File: config.mk
export PLATFORM = sky130hd
export DESIGN_NAME = adc_conversion_control
export DESIGN_NICKNAME = d
export VERILOG_FILES = /design/src/common/adc_pkg.sv /design/src/core/adc_conversion_control.sv /design/src/core/adc_tad_gen.sv
export SDC_FILE = /design/constraint.sdc
export NUM_CORES = 1
export LEC_CHECK = 0
export BUFFER_PORTS_ARGS = -buffer_cell sky130_fd_sc_hd__buf_2
export CORE_AREA = 3 3 120 99
export CTS_BUF_LIST = sky130_fd_sc_hd__clkbuf_2 sky130_fd_sc_hd__clkbuf_4 sky130_fd_sc_hd__clkbuf_8
export DETAILED_ROUTE_END_ITERATION = 16
export DIE_AREA = 0 0 123 102
export PLACE_DENSITY = 0.74
export SETUP_SLACK_MARGIN = 0.4
export SYNTH_ARGS = -nofsm -noshare
export SYNTH_HDL_FRONTEND = slang
export SYNTH_SLANG_ARGS = --single-unit
File: constraint.sdc
create_clock -name pclk -period 2.6 [get_ports pclk]
set_input_delay 0.13 -clock pclk [delete_from_list [all_inputs] [get_ports pclk]]
set_output_delay 0.13 -clock pclk [all_outputs]
set_load 0.02 [all_outputs]
File: src/common/adc_pkg.sv
// Shared constants and types of the converter control block.
package adc_pkg;

  // ----------------------------------------------------------------
  // Register indices and byte addresses
  // ----------------------------------------------------------------
  localparam logic [7:0]  IDX_PORT_DATA    = 8'h05;
  localparam logic [7:0]  IDX_IRQ_CONTROL  = 8'h0B;
  localparam logic [7:0]  IDX_PERIPH_FLAGS = 8'h0C;
  localparam logic [7:0]  IDX_RESULT       = 8'h1E;
  localparam logic [7:0]  IDX_CONV_CONTROL = 8'h1F;
  localparam logic [7:0]  IDX_PORT_DIR     = 8'h85;
  localparam logic [7:0]  IDX_PERIPH_EN    = 8'h8C;
  localparam logic [7:0]  IDX_PIN_CONFIG   = 8'h9F;
  localparam logic [11:0] ADDR_PORT_DATA    = {2'h0, IDX_PORT_DATA, 2'h0};
  localparam logic [11:0] ADDR_IRQ_CONTROL  = {2'h0, IDX_IRQ_CONTROL, 2'h0};
  localparam logic [11:0] ADDR_PERIPH_FLAGS = {2'h0, IDX_PERIPH_FLAGS, 2'h0};
  localparam logic [11:0] ADDR_RESULT       = {2'h0, IDX_RESULT, 2'h0};
  localparam logic [11:0] ADDR_CONV_CONTROL = {2'h0, IDX_CONV_CONTROL, 2'h0};
  localparam logic [11:0] ADDR_PORT_DIR     = {2'h0, IDX_PORT_DIR, 2'h0};
  localparam logic [11:0] ADDR_PERIPH_EN    = {2'h0, IDX_PERIPH_EN, 2'h0};
  localparam logic [11:0] ADDR_PIN_CONFIG   = {2'h0, IDX_PIN_CONFIG, 2'h0};

  // ----------------------------------------------------------------
  // Field positions
  // ----------------------------------------------------------------
  localparam int unsigned CTL_ON_BIT   = 0;
  localparam int unsigned CTL_GO_BIT   = 2;
  localparam int unsigned CTL_CH_LSB   = 3;
  localparam int unsigned CTL_CS_LSB   = 6;
  localparam int unsigned DONE_FLAG_BIT = 6;
  localparam int unsigned DONE_IEN_BIT  = 6;

  // ----------------------------------------------------------------
  // Values after reset
  // ----------------------------------------------------------------
  localparam logic [1:0] RST_CLOCK_SEL = 2'h0;
  localparam logic [2:0] RST_CHANNEL   = 3'h0;
  localparam logic [5:0] RST_PORT_DIR  = 6'h3F;
  localparam logic [5:0] RST_PORT_OUT  = 6'h00;
  localparam logic [2:0] RST_PIN_CFG   = 3'h0;
  localparam logic [7:0] RST_IRQ_CTRL  = 8'h00;

  // ----------------------------------------------------------------
  // Conversion timing, in oscillator periods and half conversion clocks
  // ----------------------------------------------------------------
  localparam logic [3:0] CCP_SPECIAL_EVENT = 4'hB;
  localparam logic [1:0] CS_RC_SOURCE      = 2'h3;
  localparam int unsigned TAD_OSC_A = 2;
  localparam int unsigned TAD_OSC_B = 8;
  localparam int unsigned TAD_OSC_C = 32;
  localparam logic [4:0] HALF_TAD_A = 5'(TAD_OSC_A / 2);
  localparam logic [4:0] HALF_TAD_B = 5'(TAD_OSC_B / 2);
  localparam logic [4:0] HALF_TAD_C = 5'(TAD_OSC_C / 2);
  localparam logic [4:0] CONV_LAST_HALF = 5'h12;
  localparam logic [4:0] LAST_DECISION  = 5'h0F;

  typedef enum logic [1:0] {
    ST_IDLE = 2'b01,
    ST_CONV = 2'b10
  } conv_state_t;

endpackage

File: src/core/adc_conversion_control.sv
// Converter control: registers, pin logic, trigger and 8-bit sequencer.
//
// Implementation choice: the APB register port.
`timescale 1ns/10ps
// ------------------------------------------------------------------
// Notes on behaviour
// - A conversion lasts nine and a half conversion-clock periods after start.
// - Clock select 00/01/10 gives 2/8/32 oscillator periods, 11 the RC source.
// - A selected pin driven as output converts its own driven digital level.
// - Port data reads return zero on pins configured as analog.
// - Digitally configured inputs still convert when selected, without accuracy loss.
// - Special event with mode 1011 and converter on sets go and starts.
// - Every special event with mode 1011 clears the sixteen-bit timer count.
// - With converter off the event starts nothing but still clears the timer.
// - Completion stores the result, clears go and sets the complete flag.
// - The result register has no reset and keeps its content.
// ------------------------------------------------------------------
module adc_conversion_control (
  input  wire logic        pclk,
  input  wire logic        presetn,
  input  wire logic        psel,
  input  wire logic        penable,
  input  wire logic        pwrite,
  input  wire logic [11:0] paddr,
  input  wire logic [31:0] pwdata,
  output logic [31:0]      prdata,
  output logic             pready,
  output logic             pslverr,
  input  wire logic [5:0]  pin_in,
  output logic [5:0]       pin_out,
  output logic [5:0]       pin_oe,
  input  wire logic        cmp_above,
  input  wire logic        rc_osc,
  input  wire logic [3:0]  capture_compare_mode_field,
  input  wire logic        special_event,
  output logic             timer_clear,
  output logic [2:0]       channel_select_field,
  output logic [7:0]       trial_code,
  output logic             converter_on_bit
);

  // ----------------------------------------------------------------
  // Declarations
  // ----------------------------------------------------------------
  adc_pkg::conv_state_t state_ff, nxt_state;
  logic [1:0]  clock_select_field_ff;
  logic [2:0]  channel_ff, pin_cfg_ff, sel_pin, bitpos;
  logic [4:0]  half_cnt_ff, nxt_half_cnt;
  logic [5:0]  dir_ff, port_ff, pin_s1_ff, pin_s2_ff, analog_mask;
  logic [7:0]  irq_ctrl_ff, result_ff, sar_ff, nxt_sar, rd_byte;
  logic [31:0] prdata_ff;
  logic        on_ff, done_flag_ff, done_ien_ff, cmp_s1_ff, cmp_s2_ff, pslverr_ff;
  logic        timer_clear_ff, setup, wr_en, wr_ctrl, wr_flags, known_addr;
  logic        sel_valid, sel_is_output, decision, decide, converting, event_hit;
  logic        trig_start, sw_start, start, abort, done, half_tick, hlp_result_seen_ff;

  // ----------------------------------------------------------------
  // Decoding functions
  // ----------------------------------------------------------------
  // Analog pins, bit order RA5..RA0; RA4 is always digital.
  function automatic logic [5:0] analog_pins(input logic [2:0] cfg);
    analog_pins = cfg[2] ? (cfg[1] ? 6'h00 : 6'h0B) : 6'h2F;
  endfunction

  function automatic logic [2:0] channel_pin(input logic [2:0] ch);
    channel_pin = (ch == 3'h4) ? 3'h5 : ch;
  endfunction

  // ----------------------------------------------------------------
  // APB slave
  // ----------------------------------------------------------------
  assign setup    = psel && !penable;
  assign wr_en    = psel && penable && pwrite;
  assign wr_ctrl  = wr_en && (paddr == adc_pkg::ADDR_CONV_CONTROL);
  assign wr_flags = wr_en && (paddr == adc_pkg::ADDR_PERIPH_FLAGS);
  assign pready   = 1'b1;
  assign prdata   = prdata_ff;
  assign pslverr  = pslverr_ff;

  assign known_addr = (paddr == adc_pkg::ADDR_PORT_DATA) ||
                      (paddr == adc_pkg::ADDR_IRQ_CONTROL) ||
                      (paddr == adc_pkg::ADDR_PERIPH_FLAGS) ||
                      (paddr == adc_pkg::ADDR_RESULT) ||
                      (paddr == adc_pkg::ADDR_CONV_CONTROL) ||
                      (paddr == adc_pkg::ADDR_PORT_DIR) ||
                      (paddr == adc_pkg::ADDR_PERIPH_EN) ||
                      (paddr == adc_pkg::ADDR_PIN_CONFIG);

  assign analog_mask = analog_pins(pin_cfg_ff);
  assign rd_byte =
    (paddr == adc_pkg::ADDR_PORT_DATA)    ? {2'h0, pin_s2_ff & ~analog_mask} :
    (paddr == adc_pkg::ADDR_IRQ_CONTROL)  ? irq_ctrl_ff :
    (paddr == adc_pkg::ADDR_PERIPH_FLAGS) ? {1'b0, done_flag_ff, 6'h00} :
    (paddr == adc_pkg::ADDR_RESULT)       ? result_ff :
    (paddr == adc_pkg::ADDR_CONV_CONTROL) ? {clock_select_field_ff, channel_ff,
                                             converting, 1'b0, on_ff} :
    (paddr == adc_pkg::ADDR_PORT_DIR)     ? {2'h0, dir_ff} :
    (paddr == adc_pkg::ADDR_PERIPH_EN)    ? {1'b0, done_ien_ff, 6'h00} :
    (paddr == adc_pkg::ADDR_PIN_CONFIG)   ? {5'h00, pin_cfg_ff} :
                                            8'h00;

  // Read data is captured in the setup cycle so the access phase needs no wait.
  always_ff @(posedge pclk or negedge presetn)
  begin
    if (!presetn)
    begin
      prdata_ff  <= 32'h0000_0000;
      pslverr_ff <= 1'b0;
    end
    else if (setup)
    begin
      prdata_ff  <= pwrite ? 32'h0000_0000 : {24'h000000, rd_byte};
      pslverr_ff <= !known_addr;
    end
  end

  // ----------------------------------------------------------------
  // Software registers
  // ----------------------------------------------------------------
  always_ff @(posedge pclk or negedge presetn)
  begin
    if (!presetn)
    begin
      clock_select_field_ff <= adc_pkg::RST_CLOCK_SEL;
      channel_ff            <= adc_pkg::RST_CHANNEL;
      on_ff                 <= 1'b0;
      dir_ff                <= adc_pkg::RST_PORT_DIR;
      port_ff               <= adc_pkg::RST_PORT_OUT;
      pin_cfg_ff            <= adc_pkg::RST_PIN_CFG;
      irq_ctrl_ff           <= adc_pkg::RST_IRQ_CTRL;
      done_ien_ff           <= 1'b0;
    end
    else if (wr_en)
    begin
      if (wr_ctrl)
      begin
        clock_select_field_ff <= pwdata[adc_pkg::CTL_CS_LSB +: 2];
        channel_ff            <= pwdata[adc_pkg::CTL_CH_LSB +: 3];
        on_ff                 <= pwdata[adc_pkg::CTL_ON_BIT];
      end
      if (paddr == adc_pkg::ADDR_PORT_DIR)
        dir_ff <= pwdata[5:0];
      if (paddr == adc_pkg::ADDR_PORT_DATA)
        port_ff <= pwdata[5:0];
      if (paddr == adc_pkg::ADDR_PIN_CONFIG)
        pin_cfg_ff <= pwdata[2:0];
      if (paddr == adc_pkg::ADDR_IRQ_CONTROL)
        irq_ctrl_ff <= pwdata[7:0];
      if (paddr == adc_pkg::ADDR_PERIPH_EN)
        done_ien_ff <= pwdata[adc_pkg::DONE_IEN_BIT];
    end
  end

  // A completion in the same cycle as a software clear keeps the flag set.
  always_ff @(posedge pclk or negedge presetn)
  begin
    if (!presetn)
      done_flag_ff <= 1'b0;
    else
      done_flag_ff <= done || (wr_flags ? pwdata[adc_pkg::DONE_FLAG_BIT] : done_flag_ff);
  end

  // ----------------------------------------------------------------
  // Pin and comparator synchronisers
  // ----------------------------------------------------------------
  always_ff @(posedge pclk or negedge presetn)
  begin
    if (!presetn)
    begin
      pin_s1_ff <= 6'h00;
      pin_s2_ff <= 6'h00;
      cmp_s1_ff <= 1'b0;
      cmp_s2_ff <= 1'b0;
    end
    else
    begin
      pin_s1_ff <= pin_in;
      pin_s2_ff <= pin_s1_ff;
      cmp_s1_ff <= cmp_above;
      cmp_s2_ff <= cmp_s1_ff;
    end
  end

  assign pin_out = port_ff;
  assign pin_oe  = ~dir_ff;

  // ----------------------------------------------------------------
  // Start, trigger and stop conditions
  // ----------------------------------------------------------------
  assign converting = (state_ff == adc_pkg::ST_CONV);
  assign event_hit  = special_event &&
                      (capture_compare_mode_field == adc_pkg::CCP_SPECIAL_EVENT);
  assign trig_start = event_hit && on_ff && !converting;
  // Go only counts when the converter was already on before this write.
  assign sw_start   = wr_ctrl && pwdata[adc_pkg::CTL_GO_BIT] && on_ff && !converting;
  assign start      = trig_start || sw_start;
  assign done       = converting && half_tick && (half_cnt_ff == adc_pkg::CONV_LAST_HALF);
  assign abort      = converting && !done && wr_ctrl &&
                      (!pwdata[adc_pkg::CTL_GO_BIT] || !pwdata[adc_pkg::CTL_ON_BIT]);

  assign nxt_state = start ? adc_pkg::ST_CONV :
                     (done || abort) ? adc_pkg::ST_IDLE : state_ff;

  // The timer clear is independent of the converter being on.
  always_ff @(posedge pclk or negedge presetn)
  begin
    if (!presetn)
      timer_clear_ff <= 1'b0;
    else
      timer_clear_ff <= event_hit;
  end
  assign timer_clear = timer_clear_ff;

  // ----------------------------------------------------------------
  // Conversion clock and sequencer
  // ----------------------------------------------------------------
  adc_tad_gen u_tad_gen (
    .pclk         (pclk),
    .presetn      (presetn),
    .clock_select (clock_select_field_ff),
    .restart      (start),
    .rc_osc       (rc_osc),
    .half_tick    (half_tick)
  );

  // Nineteen half periods: eight decisions on odd counts, result on the last.
  assign nxt_half_cnt = start ? 5'h00 :
                        (converting && half_tick) ? half_cnt_ff + 5'h01 : half_cnt_ff;
  assign decide = converting && half_tick && half_cnt_ff[0] &&
                  (half_cnt_ff <= adc_pkg::LAST_DECISION);
  assign bitpos = 3'h7 - half_cnt_ff[3:1];

  assign sel_pin       = channel_pin(channel_ff);
  assign sel_valid     = (channel_ff <= 3'h4);
  assign sel_is_output = sel_valid && !dir_ff[sel_pin];
  // Digital inputs go through the comparator like any analog pin.
  assign decision = sel_is_output ? port_ff[sel_pin] : cmp_s2_ff;

  genvar gi;
  generate
    for (gi = 0; gi < 8; gi++)
    begin : g_sar
      assign nxt_sar[gi] = start ? (gi == 7) :
                           (decide && bitpos == 3'(gi)) ? decision :
                           (decide && {1'b0, bitpos} == 4'(gi + 1)) ? 1'b1 : sar_ff[gi];
    end
  endgenerate

  always_ff @(posedge pclk or negedge presetn)
  begin
    if (!presetn)
    begin
      state_ff    <= adc_pkg::ST_IDLE;
      sar_ff      <= 8'h00;
      half_cnt_ff <= 5'h00;
    end
    else
    begin
      state_ff    <= nxt_state;
      sar_ff      <= nxt_sar;
      half_cnt_ff <= nxt_half_cnt;
    end
  end

  // No reset here: the result survives every reset.
  always_ff @(posedge pclk)
  begin
    if (done)
      result_ff <= sar_ff;
  end

  assign channel_select_field = channel_ff;
  assign trial_code           = sar_ff;
  assign converter_on_bit     = on_ff;

  // ----------------------------------------------------------------
  // Assertions
  // ----------------------------------------------------------------
  logic [5:0] hlp_halves_ff;
  always_ff @(posedge pclk or negedge presetn)
  begin
    if (!presetn)
      hlp_halves_ff <= 6'h00;
    else if (start)
      hlp_halves_ff <= 6'h00;
    else if (converting && half_tick)
      hlp_halves_ff <= hlp_halves_ff + 6'h01;
  end

  // No reset: the hold check starts with the first result and then spans every reset.
  always_ff @(posedge pclk)
  begin
    if (done)
      hlp_result_seen_ff <= 1'b1;
  end

  AST_CONV_LENGTH: assert property (@(posedge pclk) disable iff (!presetn)
    done |-> hlp_halves_ff == 6'h12)
    else $error("Conversion did not take nineteen half periods.");
  AST_FAST_CLOCK: assert property (@(posedge pclk) disable iff (!presetn)
    (converting && clock_select_field_ff == 2'h0 && !start) |-> half_tick)
    else $error("Two-period clock select missed a half tick.");
  AST_MID_CLOCK: assert property (@(posedge pclk) disable iff (!presetn)
    (half_tick && converting && clock_select_field_ff == 2'h1) |=> !half_tick [*3])
    else $error("Eight-period clock select ticked too early.");
  AST_PORT_ANALOG_ZERO: assert property (@(posedge pclk) disable iff (!presetn)
    (setup && !pwrite && paddr == adc_pkg::ADDR_PORT_DATA)
      |=> (prdata[5:0] & $past(analog_mask)) == 6'h00)
    else $error("Analog pin read as nonzero.");
  AST_TRIGGER_START: assert property (@(posedge pclk) disable iff (!presetn)
    (event_hit && on_ff && !converting) |=> converting && sar_ff == 8'h80)
    else $error("Special event did not start a conversion.");
  AST_TIMER_CLEAR: assert property (@(posedge pclk) disable iff (!presetn)
    event_hit |=> timer_clear)
    else $error("Special event did not clear the timer.");
  AST_OFF_IGNORED: assert property (@(posedge pclk) disable iff (!presetn)
    (!on_ff && !converting) |=> !converting)
    else $error("Conversion started with converter off.");
  AST_DONE_EFFECTS: assert property (@(posedge pclk) disable iff (!presetn)
    done |=> !converting && done_flag_ff && result_ff == $past(sar_ff))
    else $error("Completion effects missing.");
  AST_RESULT_HOLD: assert property (@(posedge pclk)
    (hlp_result_seen_ff && !done) |=> $stable(result_ff))
    else $error("Result changed without a completion.");
  AST_MSB_DECIDED_FIRST: assert property (@(posedge pclk) disable iff (!presetn)
    (decide && half_cnt_ff == 5'h01) |=> sar_ff[7:6] == {$past(decision), 1'b1})
    else $error("First decision was not the top bit.");

  COV_SW_CONVERSION: cover property (@(posedge pclk) disable iff (!presetn)
    sw_start ##[1:800] done);
  COV_TRIGGER_CONVERSION: cover property (@(posedge pclk) disable iff (!presetn)
    trig_start ##[1:800] done);
  COV_ABORT: cover property (@(posedge pclk) disable iff (!presetn) abort);
  COV_PIN_OUTPUT_CONVERT: cover property (@(posedge pclk) disable iff (!presetn)
    decide && sel_is_output);

endmodule

File: src/core/adc_tad_gen.sv
// Half conversion-clock tick generator for the converter sequencer.
`timescale 1ns/10ps
module adc_tad_gen (
  input  wire logic       pclk,
  input  wire logic       presetn,
  input  wire logic [1:0] clock_select,
  input  wire logic       restart,
  input  wire logic       rc_osc,
  output logic            half_tick
);

  // ----------------------------------------------------------------
  // Internal RC source, brought into the pclk domain
  // ----------------------------------------------------------------
  logic       rc_s1_ff;
  logic       rc_s2_ff;
  logic       rc_s3_ff;
  logic [4:0] div_ff;
  logic [4:0] nxt_div;
  logic [4:0] half_len;
  logic       div_tick;
  logic       rc_edge;

  // Every RC edge is one half period, so the RC period must exceed four pclk periods.
  always_ff @(posedge pclk or negedge presetn)
  begin
    if (!presetn)
    begin
      rc_s1_ff <= 1'b0;
      rc_s2_ff <= 1'b0;
      rc_s3_ff <= 1'b0;
    end
    else
    begin
      rc_s1_ff <= rc_osc;
      rc_s2_ff <= rc_s1_ff;
      rc_s3_ff <= rc_s2_ff;
    end
  end

  // ----------------------------------------------------------------
  // Oscillator divider
  // ----------------------------------------------------------------
  assign half_len = (clock_select == 2'h0) ? adc_pkg::HALF_TAD_A :
                    (clock_select == 2'h1) ? adc_pkg::HALF_TAD_B :
                                             adc_pkg::HALF_TAD_C;
  assign div_tick = (div_ff == half_len - 5'h01);
  assign rc_edge  = rc_s2_ff ^ rc_s3_ff;
  assign nxt_div  = (restart || div_tick) ? 5'h00 : div_ff + 5'h01;
  assign half_tick = !restart &&
                     ((clock_select == adc_pkg::CS_RC_SOURCE) ? rc_edge : div_tick);

  always_ff @(posedge pclk or negedge presetn)
  begin
    if (!presetn)
      div_ff <= 5'h00;
    else
      div_ff <= nxt_div;
  end

endmodule

# Word level (Yosys, flattened, before mapping)
# Cells that the tools add are included.
[classes]
muxes = 49
eq_ne = 22
add_sub_neg = 4
order_cmp = 3
n_bitwise = 4
n_reduce_logical = 66
[op_table]
columns = ["op", "n"]
rows = [
  ["8-bit 2-to-1 mux", 6],
  ["12-bit by 10-bit equality test with 1-bit output (second input constant)", 3],
  ["1-bit logical AND", 28],
  ["1-bit 2-to-1 mux", 28],
  ["5-bit 2-to-1 mux", 5],
  ["12-bit by 6-bit equality test with 1-bit output (second input constant)", 2],
  ["12-bit by 7-bit equality test with 1-bit output (second input constant)", 2],
  ["3-bit nonzero test", 7],
  ["3-bit equality test (second input constant)", 5],
  ["7-bit 2-to-1 mux", 2],
  ["12-bit by 5-bit equality test with 1-bit output (second input constant)", 1],
  ["1-bit logical OR", 12],
  ["6-bit inverter", 2],
  ["2-bit AND reduction", 6],
  ["5-bit by 1-bit adder with 5-bit output (second input constant)", 2],
  ["1-bit logical NOT", 8],
  ["6-bit bitwise AND", 1],
  ["1-bit binary-select mux with 3-bit select", 2],
  ["3-bit by 2-bit equality test with 1-bit output (second input constant)", 2],
  ["3-bit 2-to-1 mux", 2],
  ["6-bit 2-to-1 mux", 1],
  ["2-bit nonzero test", 3],
  ["5-bit equality test", 1],
  ["5-bit equality test (second input constant)", 1],
  ["14 further kinds", 16],
]
[word_totals]
output_inout_bits = 59
elab_cells = 179
regBits = 110

# Logic depth before layout (Yosys ltp)
# Gate-level depths: netlist of run 1.
[logic_depth]
word_depth = 18
ltp_mapped = 8
ltp_nobuf = 7

# Cells and area by module
# Synthesis of run 1 repeated with hierarchy kept, for this count alone.
[unflattened]
hier_cells = 388
area_unflattened_um2 = 4249.1
[by_module_without_submodules]
columns = ["mod", "seq_area_each_um2", "area_per_inst_um2", "instances", "cells_per_inst"]
rows = [
  ["adc_conversion_control", 2000.7, 3870.0, 1, 357],
  ["adc_tad_gen", 200.2, 379.1, 1, 31],
]

# Worst setup path after synthesis of run 1
# Ideal clock, no wire load.
[synth_timing]
path_type = "reg-to-reg"
from = "register half_cnt_ff[1]"
to = "register sar_ff[5] (netlist: trial_code[5])"
path_stages_with_launch = 9
setup_time_ps = 101
required_ps = 2499
t_arrival_ps = 1892
path_slack_ps = 607
synth_period_minus_slack_ps = 1993
path_cell_list = "dfrtp_1 > ha_1 > and3_1 > ha_1 > o211a_1 > and3b_1 > buf_2 > and3_1 > nor4_1"
[synth_via]
elab_chain_len = 5
word_cells_on_any_way = 10
[synth_lines]
columns = ["item", "line_no", "text"]
rows = [
  ["start, declared", "adc_conversion_control.sv:48", "logic [4:0] half_cnt_ff, nxt_half_cnt;"],
  ["start signal, assigned", "adc_conversion_control.sv:261", "half_cnt_ff <= nxt_half_cnt;"],
  ["3-bit subtractor or 5-bit by 4-bit less-or-equal comparator with 1-bit output (tied branches)", "adc_conversion_control.sv:231, adc_conversion_control.sv:230", ""],
  ["3-bit equality test or 1-bit logical AND (tied branches)", "adc_conversion_control.sv:244, adc_conversion_control.sv:229", ""],
  ["1-bit logical AND", "adc_conversion_control.sv:244", "(decide && bitpos == 3'(gi)) ? decision :"],
  ["1-bit 2-to-1 mux", "adc_conversion_control.sv:244", ""],
  ["1-bit 2-to-1 mux", "adc_conversion_control.sv:243", "assign nxt_sar[gi] = start ? (gi == 7) :"],
  ["end signal, assigned", "adc_conversion_control.sv:260", "sar_ff <= nxt_sar;"],
  ["end, declared", "adc_conversion_control.sv:50", "logic [7:0] irq_ctrl_ff, result_ff, sar_ff, nxt_sar, rd_byte;"],
]
# Several ways; a longest one is shown, not always the timed one.
# A chain may end at the register's enable or synchronous reset.

# Final worst setup path of run 1
[layout_timing]
from = "register half_cnt_ff[0]"
to = "register sar_ff[5] (netlist: trial_code[5])"
[layout_via]
elab_chain_len = 5
word_cells_on_any_way = 8
[layout_lines]
columns = ["item", "line_no", "text"]
rows = [
  ["5-bit by 4-bit less-or-equal comparator with 1-bit output or 1-bit logical AND (tied branches)", "adc_conversion_control.sv:230, adc_conversion_control.sv:229", ""],
  ["1-bit logical AND (*)", "adc_conversion_control.sv:229", "assign decide = converting && half_tick && half_cnt_ff[0] &&"],
  ["1-bit logical AND", "adc_conversion_control.sv:244", ""],
  ["1-bit 2-to-1 mux", "adc_conversion_control.sv:244", ""],
  ["1-bit 2-to-1 mux", "adc_conversion_control.sv:243", ""],
]
# Mark *: on every way between the ends. The rest lies on a longest branch, timed or not.

==> metrics.md, run 1 <==
| Metric | Value |
|---|---|
| Layout cells sized above 1 | 28.2% |
| TritonCTS Buffers | 9 |
| Area grow syn2layout | 17.4% |
| Worst vdd ir | 0.289 mV |
| DRT Pass-1 Iters | 5 |
| I/O pins | 121 |
| Setup CP Type | flip-flop to flip-flop |
| Worst-skew pair later-pin latency | 0.36 ns |
| Predominant post-synthesis flop cell | dfrtp_1 |
| Final std cells w/o fill | 640 |
| Core area | 0.0108 mm² |
| Detailed placement HPWL | 7800 µm |
| First-pass GRT wire length | 16,400 µm |
| Pin count of the biggest net entering global routing | 79 |
| Crit path launch | half_cnt_ff[0] |
| P per Cell Area | 499 mW/mm² |
| Max_cap viols | 0 |
| Unique masters post-synth | 60 |
| Worst clock skew | 0.00831 ns |
| Top-area cell type share of the netlist area | 41.7% |
| Status | complete, no violations |
| RSZ-0062 raised after global routing | no |
| Vias per cell | 5.28 |
| Clock Sinks | 86 |
| Top cells by count, synth | dfrtp_1 (71), nand2_1 (40), buf_4 (27), a21oi_1 (25), nor2_1 (24) |
| CP max FO | 6 |
| Post-synth EDFFs | 8 |
| FF-to-FF Start | half_cnt_ff[0] |
| Fillers | ~1,000 |
| CTS tree | built |
| Crit end category | flip-flop |
| Iter 0 DRT Violations | 258 |
| Initial antenna violation count | 0 |
| Area leader, netlist | dfrtp_1 |
| Nature of the critical path startpoint | flip-flop |
| Final hold violation count | 0 |
| Slew Viols, Final | 0 |
| DRC viols | 0 |
| Num rows | 34 |
| Port Buf Inserts | between 70 and 80 |
| Root buffer cell | clkbuf_8 |
| Cell leakage power | between 2 and 2.5 nW |
| Vias | between 3,000 and 4,000 |
| Vias in the first global route | 3,193 |
| CP Data Required Time | 2.86 ns |
| Period utilization | 79.6% |
| Fmax | 483 MHz |
| Slew at the pin closest to its max-slew limit | 0.970 ns |
| Cell with the most instances after synthesis | dfrtp_1 |
| Avg Cell Area, Syn | ~11 µm² |
| Fin crit period | 2.07 ns |
| Clock slew at reported path FFs | 0.09 ns |
| Multi-input logic area | 0.00185 mm² |
| Max clock buf depth | 2 |
| Net count, final | between 500 and 600 |
| Cell count after synthesis | 405 |
| Sequential area share after synthesis | 51.6% |
| Worst-case reg-to-reg path depth | 7 |
| GRT Residual Overflow | 0 |
| Flops & latches, synth | 86 |
| Synthesized area | 0.00427 mm² |
| CP Capture Point | trial_code[5] |
| Placed cells | slightly above 600 |
| GPL Wtd Cong | around 0.93 |
| Flop2flop setup slack | approximately 0.53 ns |
| Setup_tns | 0 ns |
| Worst r2r dst | trial_code[5] |
| Finish-stage setup viols | 0 |
| Initial core utilization | 39.6% |
| Antenna-violating nets left | 0 |
| Worst EP arrival | between 2 and 2.5 ns |
| Die area | 0.0125 mm² |
| WL final | a little over 10,000 µm |
| GRT Total Usage | 16.9% |
| Hold Path Class | primary input to flip-flop |
| Diodes inserted | 0 |
| Post-DR wirelength/cell | 16.2 µm |
| Warnings, synthesis | 0 |
| H-tree Lvls | 3 |
| Rel. slew slack | between 30 and 40% |
| Synth area leaders | dfrtp_1 (42%), mux2_2 (6.1%), edfxtp_1 (5.6%) |
| Asr flop ratio synth | 90.7% |
| Die height | slightly above 100 µm |
| Die width | 123 µm |
| Register area | 0.00220 mm² |
[flip-flops by register name (all words and copies together) (netlist names), 3 cells and up]
register	count
result_ff	8
irq_ctrl_ff	8
pin_s2_ff	6
trial_code	8
pin_out	6
half_cnt_ff	5
prdata	8
pin_s1_ff	6
u_tad_gen.div_ff	5
channel_select_field	3
dir_ff	6
pin_cfg_ff	3
[worst min-delay path by stage]
stage                    from                       to  slack [ns]  cells after the start
finish              pwdata[4]                dir_ff[4]        0.02                      3
global placement    pin_in[4]             pin_s1_ff[4]        0.24                      1
global route        pwdata[7]           irq_ctrl_ff[7]        0.03                      2
floorplan             presetn  channel_select_field[0]       -0.17                      0
detailed placement  pin_in[2]             pin_s1_ff[2]        0.24                      1
CTS                 pwdata[4]                dir_ff[4]       0.005                      3
[report_power, final]
| group | total [W] | internal, W | switching [W] |
|---|---|---|---|
| sequential | 0.00139 | 0.00137 | 0.0000144 |
| combinational | 0.000182 | 0.0000555 | 0.000126 |
| clock | 0.000929 | 0.000475 | 0.000454 |
| total | 0.00250 | 0.00190 | 0.000595 |
[layout make-up]
cell class,count,area share [%]
tap,144,3.60
clock buffer,12,2.92
inverter,17,1.27
clock inverter,4,0.999
sequential,86,44.0
multi-input combinational,289,37.0
timing repair buffer,88,10.2
[timing repair]
action,4_1_cts,5_1_grt
gates resized for setup,0,3
endpoints found under the setup margin,0,1
buffers inserted,0,1
endpoints found under the hold margin,81,0
hold buffers,11,0
[stage by stage]
stage	power, W	hold WS (ns)	utilization, %	worst slack [ns]	area [µm²]
floorplan	0.00153	-0.166	-	0.607	4350
global placement	0.00158	0.238	43.5	0.550	4690
detailed placement	0.00158	0.240	43.5	0.477	4690
CTS	0.00253	0.00485	46.4	0.431	4990
global route	0.00261	0.0264	46.5	0.414	5010
finish	0.00250	0.0227	46.5	0.530	5010
[routing by layer]
layer | track usage, % | vias to the layer above | wire length [µm]
li1 | - | 1588 | -
met1 | 24.9 | 1646 | 4830
met2 | 24.7 | 133 | 4610
met3 | 3.93 | 15 | 777
met4 | 5.19 | 0 | 144
met5 | 0 | - | 0
[critical path, cell delays in order, from the launching register on]
cell     delay (ns)
dfrtp_2        0.44
ha_1           0.23
and3_1         0.19
ha_1           0.17
o211a_1        0.24
and3b_1        0.24
and3_1         0.21
nor4_2         0.26
[cell usage in the layout (no fill, tap or decap), drive strengths merged, types with 5 or more instances in the layout]
cell,Yosys,routed
dfrtp,71,71
nand2,41,41
o21ai,20,20
o31ai,5,5
nor4,6,6
edfxtp,8,8
dlygate4sd3,0,11
nor3,10,10
a21oi,25,25
dfstp,7,7
buf,31,77
inv,17,17
nand3,13,13
mux2,23,23
a31oi,9,9
and3,7,7
mux2i,7,7
conb,2,25
nor2,26,26
clkbuf,5,12
[cell families after synthesis]
logic type,Yosys count,share of synthesized area (%)
and+or+nand+nor,132,17.2
adders and majority gates,4,1.17
muxes,30,7.71
other,2,0.176
xor gates and xnor gates,4,0.822
DFF,86,51.6
buffers and inverters,53,7.16
AOI/OAI and AO/OA,94,14.1
Note: power is estimated with default switching activity, not from simulation.
==> run 2: changes to the inputs <==
- ABC_AREA: unset -> 1
- CORE_AREA: 3 3 120 99 -> 3 3 122 101
- DIE_AREA: 0 0 123 102 -> 0 0 125 104
- clock period: 2.6 -> 2.1 ns (I/O delays scaled with it)
==> run 2 against run 1 <==
Clock-buffer cell count shrank 2. Maximum frequency grew 26%. Clock skew shrank 0.00065 ns. Sequential cell count is the same. Non-clock buffer count grew 3. Worst setup slack lost 0.075 ns. Critical endpoint is now trial_code[7]. Largest cell class unchanged. Highest routed layer unchanged.
==> metrics.md, run 2 <==
| Metric | Value |
|---|---|
| Status | complete, no violations |
| Sequential area share after synthesis | 49.6% |
| Fin crit period | 1.64 ns |
| Final std cells w/o fill | ~800 |
| Port Buf Inserts | 71 |
| Switching share of total power | 22.9% |
| Warnings, synthesis | 0 |
| Crit path cell chain | ha_2 > inv_2 > nor2_2 > ha_2 > inv_2 > a21oi_4 > nand3_4 > nor2_4 > nand2_2 > nand2_1 > nand3_1 |
| H-tree Lvls | 3 |
| Comb power frac | 7.1% |
| Initial antenna violation count | 0 |
| RSZ-0062 raised after global routing | yes |
| Worst path max stage delay | 0.36 ns |
| Worst Hold Launch | pwdata[7] |
| Flop2flop setup slack | around 0.46 ns |
| Slew at the pin closest to its max-slew limit | 0.558 ns |
| DRT Pass-1 Iters | 5 |
| Area leader, netlist | dfrtp_1 |
| Period utilization | 78.3% |
| Layout cells sized above 1 | about a fifth |
| Hold Path Depth | 3 |
| Flops & latches, synth | 86 |
| TritonCTS Buffers | 9 |
| Avg Cell Area, Syn | 7.74 µm² |
| Area grow syn2layout | 19.4% |
| Num rows | 35 |
| I/O pins | approximately 120 |
| Unique masters post-synth | 36 |
| Power share of the sequential group | 54.2% |
| CP Data Required Time | 2.34 ns |
| Synth area leaders | dfrtp_1 (40%), nand2_1 (15%), inv_1 (6.9%) |
| Predominant post-synthesis flop cell | dfrtp_1 |
| Setup_tns | 0 ns |
| WL final | 10,200 µm |
| Top cells by count, synth | nand2_1 (176), inv_1 (82), dfrtp_1 (71), nor2_1 (59), nand3_1 (35) |
| Max clock buf depth | 2 |
| CTS tree | built |
| CP max FO | 8 |
| Top-area cell type share of the netlist area | 40.1% |
| Worst r2r dst | trial_code[7] |
| Asr flop ratio synth | 90.7% |
| Initial core utilization | between 30% and 40% |
| Vias per cell | between 4 and 5 |
| Post-synth EDFFs | 8 |
| Post-DR wirelength/cell | approximately 12 µm |
| Setup CP Type | flip-flop to flip-flop |
| CP delay by family, top | simple AND/OR/NAND/NOR gates |
| Worst clock skew | 0.00767 ns |
| Hold Path Class | primary input to flip-flop |
| Max_cap viols | 0 |
| Cell count after synthesis | 573 |
| Clock slew at reported path FFs | 0.08 ns |
| Core area | 0.0113 mm² |
| GPL Wtd Cong | just under 0.9 |
| Slew Viols, Final | 0 |
| Rel. slew slack | between 60% and 70% |
| FF-to-FF Start | half_cnt_ff[1] |
| Sw power | roughly 0.00072 W |
| GRT Total Usage | 15.6% |
| Worst-skew pair later-pin latency | around 0.36 ns |
| Detailed placement HPWL | roughly 7700 µm |
| Nature of the critical path startpoint | flip-flop |
| GRT Residual Overflow | 0 |
| Int Power | 0.00244 W |
| Buf/Inv on CP | 2 |
| Cell with the most instances after synthesis | nand2_1 |
| Clock share of power | about 39% |
| Root buffer cell | clkbuf_8 |
| Vias | 3,777 |
| Pin count of the biggest net entering global routing | 44 |
| Crit end category | flip-flop |
| Die area | 0.0130 mm² |
| Most frequent cells in the layout | nand2_1 (171), inv_1 (78), buf_2 (70) |
| Most common cell after layout, fill and taps aside | nand2_1 |
| Net count, final | ~730 |
| Vias in the first global route | 3,522 |
| Die width | 125 µm |
| Finish-stage setup viols | 0 |
| First-pass GRT wire length | about 16,000 µm |
| Worst vdd ir | 0.302 mV |
| Final hold violation count | 0 |
| Clock Sinks | 86 |
| Placed cells | 789 |
| Die height | between 100 and 150 µm |
| Iter 0 DRT Violations | 213 |
| Worst Hold Path EP | clock_select_field_ff[1] |
| Critical path's slowest cell | dfrtp_2 |
| Worst EP arrival | 1.88 ns |
| Cell leakage power | 2.85 nW |
| Worst-case reg-to-reg path depth | 11 |
| Synthesized area | 0.00443 mm² |
| Antenna-violating nets left | 0 |
| Fmax | about 610 MHz |
| Diodes inserted | 0 |
| DRC viols | 0 |
| P per Cell Area | 596 mW/mm² |
run 2: timing repair:
action,in CTS,in global routing
gates cloned,0,0
endpoints found under the hold margin,45,0
pin swaps,0,8
gates resized for setup,5,20
setup endpoints to repair,22,19
hold buffers,9,0
buffers inserted,2,2
run 2: metrics by stage:
step / power, W / area, µm² / utilization (%) / hold WS [ns] / setup WS [ns]
2_1_floorplan: 0.00189 / 4530 / - / -0.191 / 0.401
6_report: 0.00316 / 5300 / 46.9 / 0.0311 / 0.456
5_1_grt: 0.00328 / 5300 / 46.9 / 0.0295 / 0.308
4_1_cts: 0.00319 / 5230 / 46.3 / 0.0284 / 0.429
3_3_place_gp: 0.00195 / 4900 / 43.4 / 0.133 / 0.326
3_5_place_dp: 0.00196 / 4900 / 43.4 / 0.135 / 0.288
run 2: per-layer routing:
| layer | wire [µm] | global-route usage (%) |
|---|---|---|
| met3 | 535 | 4.00 |
| met2 | 4750 | 25.4 |
| met1 | 4820 | 21.0 |
| met4 | 59 | 3.56 |
| met5 | 0 | 0 |
run 2: area by class of cell:
class | count | area (µm²)
clock inverter | 6 | 76.3
fill | 1122 | 6000
sequential | 86 | 2210
clock buffer | 10 | 131
tap | 148 | 185
inverter | 87 | 329
multi-input combinational | 390 | 1820
timing repair buffer | 91 | 547
run 2: cell families (layout without fill, tap and decap cells):
kind of cell,count (synthesis),after routing,share of synthesized area [%]
and+or+nand+nor,298,298,28.2
buffers and inverters,120,194,12.6
AOI/OAI and AO/OA,60,60,7.65
other,2,25,0.169
xor gates and xnor gates,3,3,0.593
adders and majority gates,4,4,1.13
DFF,86,86,49.6
run 2: tightest hold or removal path, delay by kind of cell:
family	cells	cell delay [ns]
buf+inv	2	0.13
compound gates	1	0.12
run 2: worst max-delay path by stage:
| stage | slack (ns) | cells after the start | to | startpoint |
|---|---|---|---|---|
| final | 0.46 | 11 | trial_code[7] | half_cnt_ff[1] |
| after global routing | 0.31 | 10 | half_cnt_ff[2] | clock_select_field_ff[1] |
| after CTS | 0.43 | 11 | trial_code[0] | channel_select_field[1] |
| after detailed placement | 0.29 | 11 | trial_code[7] | half_cnt_ff[1] |
| after global placement | 0.33 | 11 | trial_code[7] | half_cnt_ff[1] |
| after floorplan | 0.40 | 11 | trial_code[7] | half_cnt_ff[1] |
run 2: power by group through the flow:
stage	clock [W]	combinational (W)	sequential, W
3_5_place_dp	0	0.000212	0.00174
2_1_floorplan	0	0.000146	0.00175
5_1_grt	0.00132	0.000251	0.00171
3_3_place_gp	0	0.000209	0.00174
4_1_cts	0.00126	0.000226	0.00171
6_report	0.00122	0.000223	0.00171
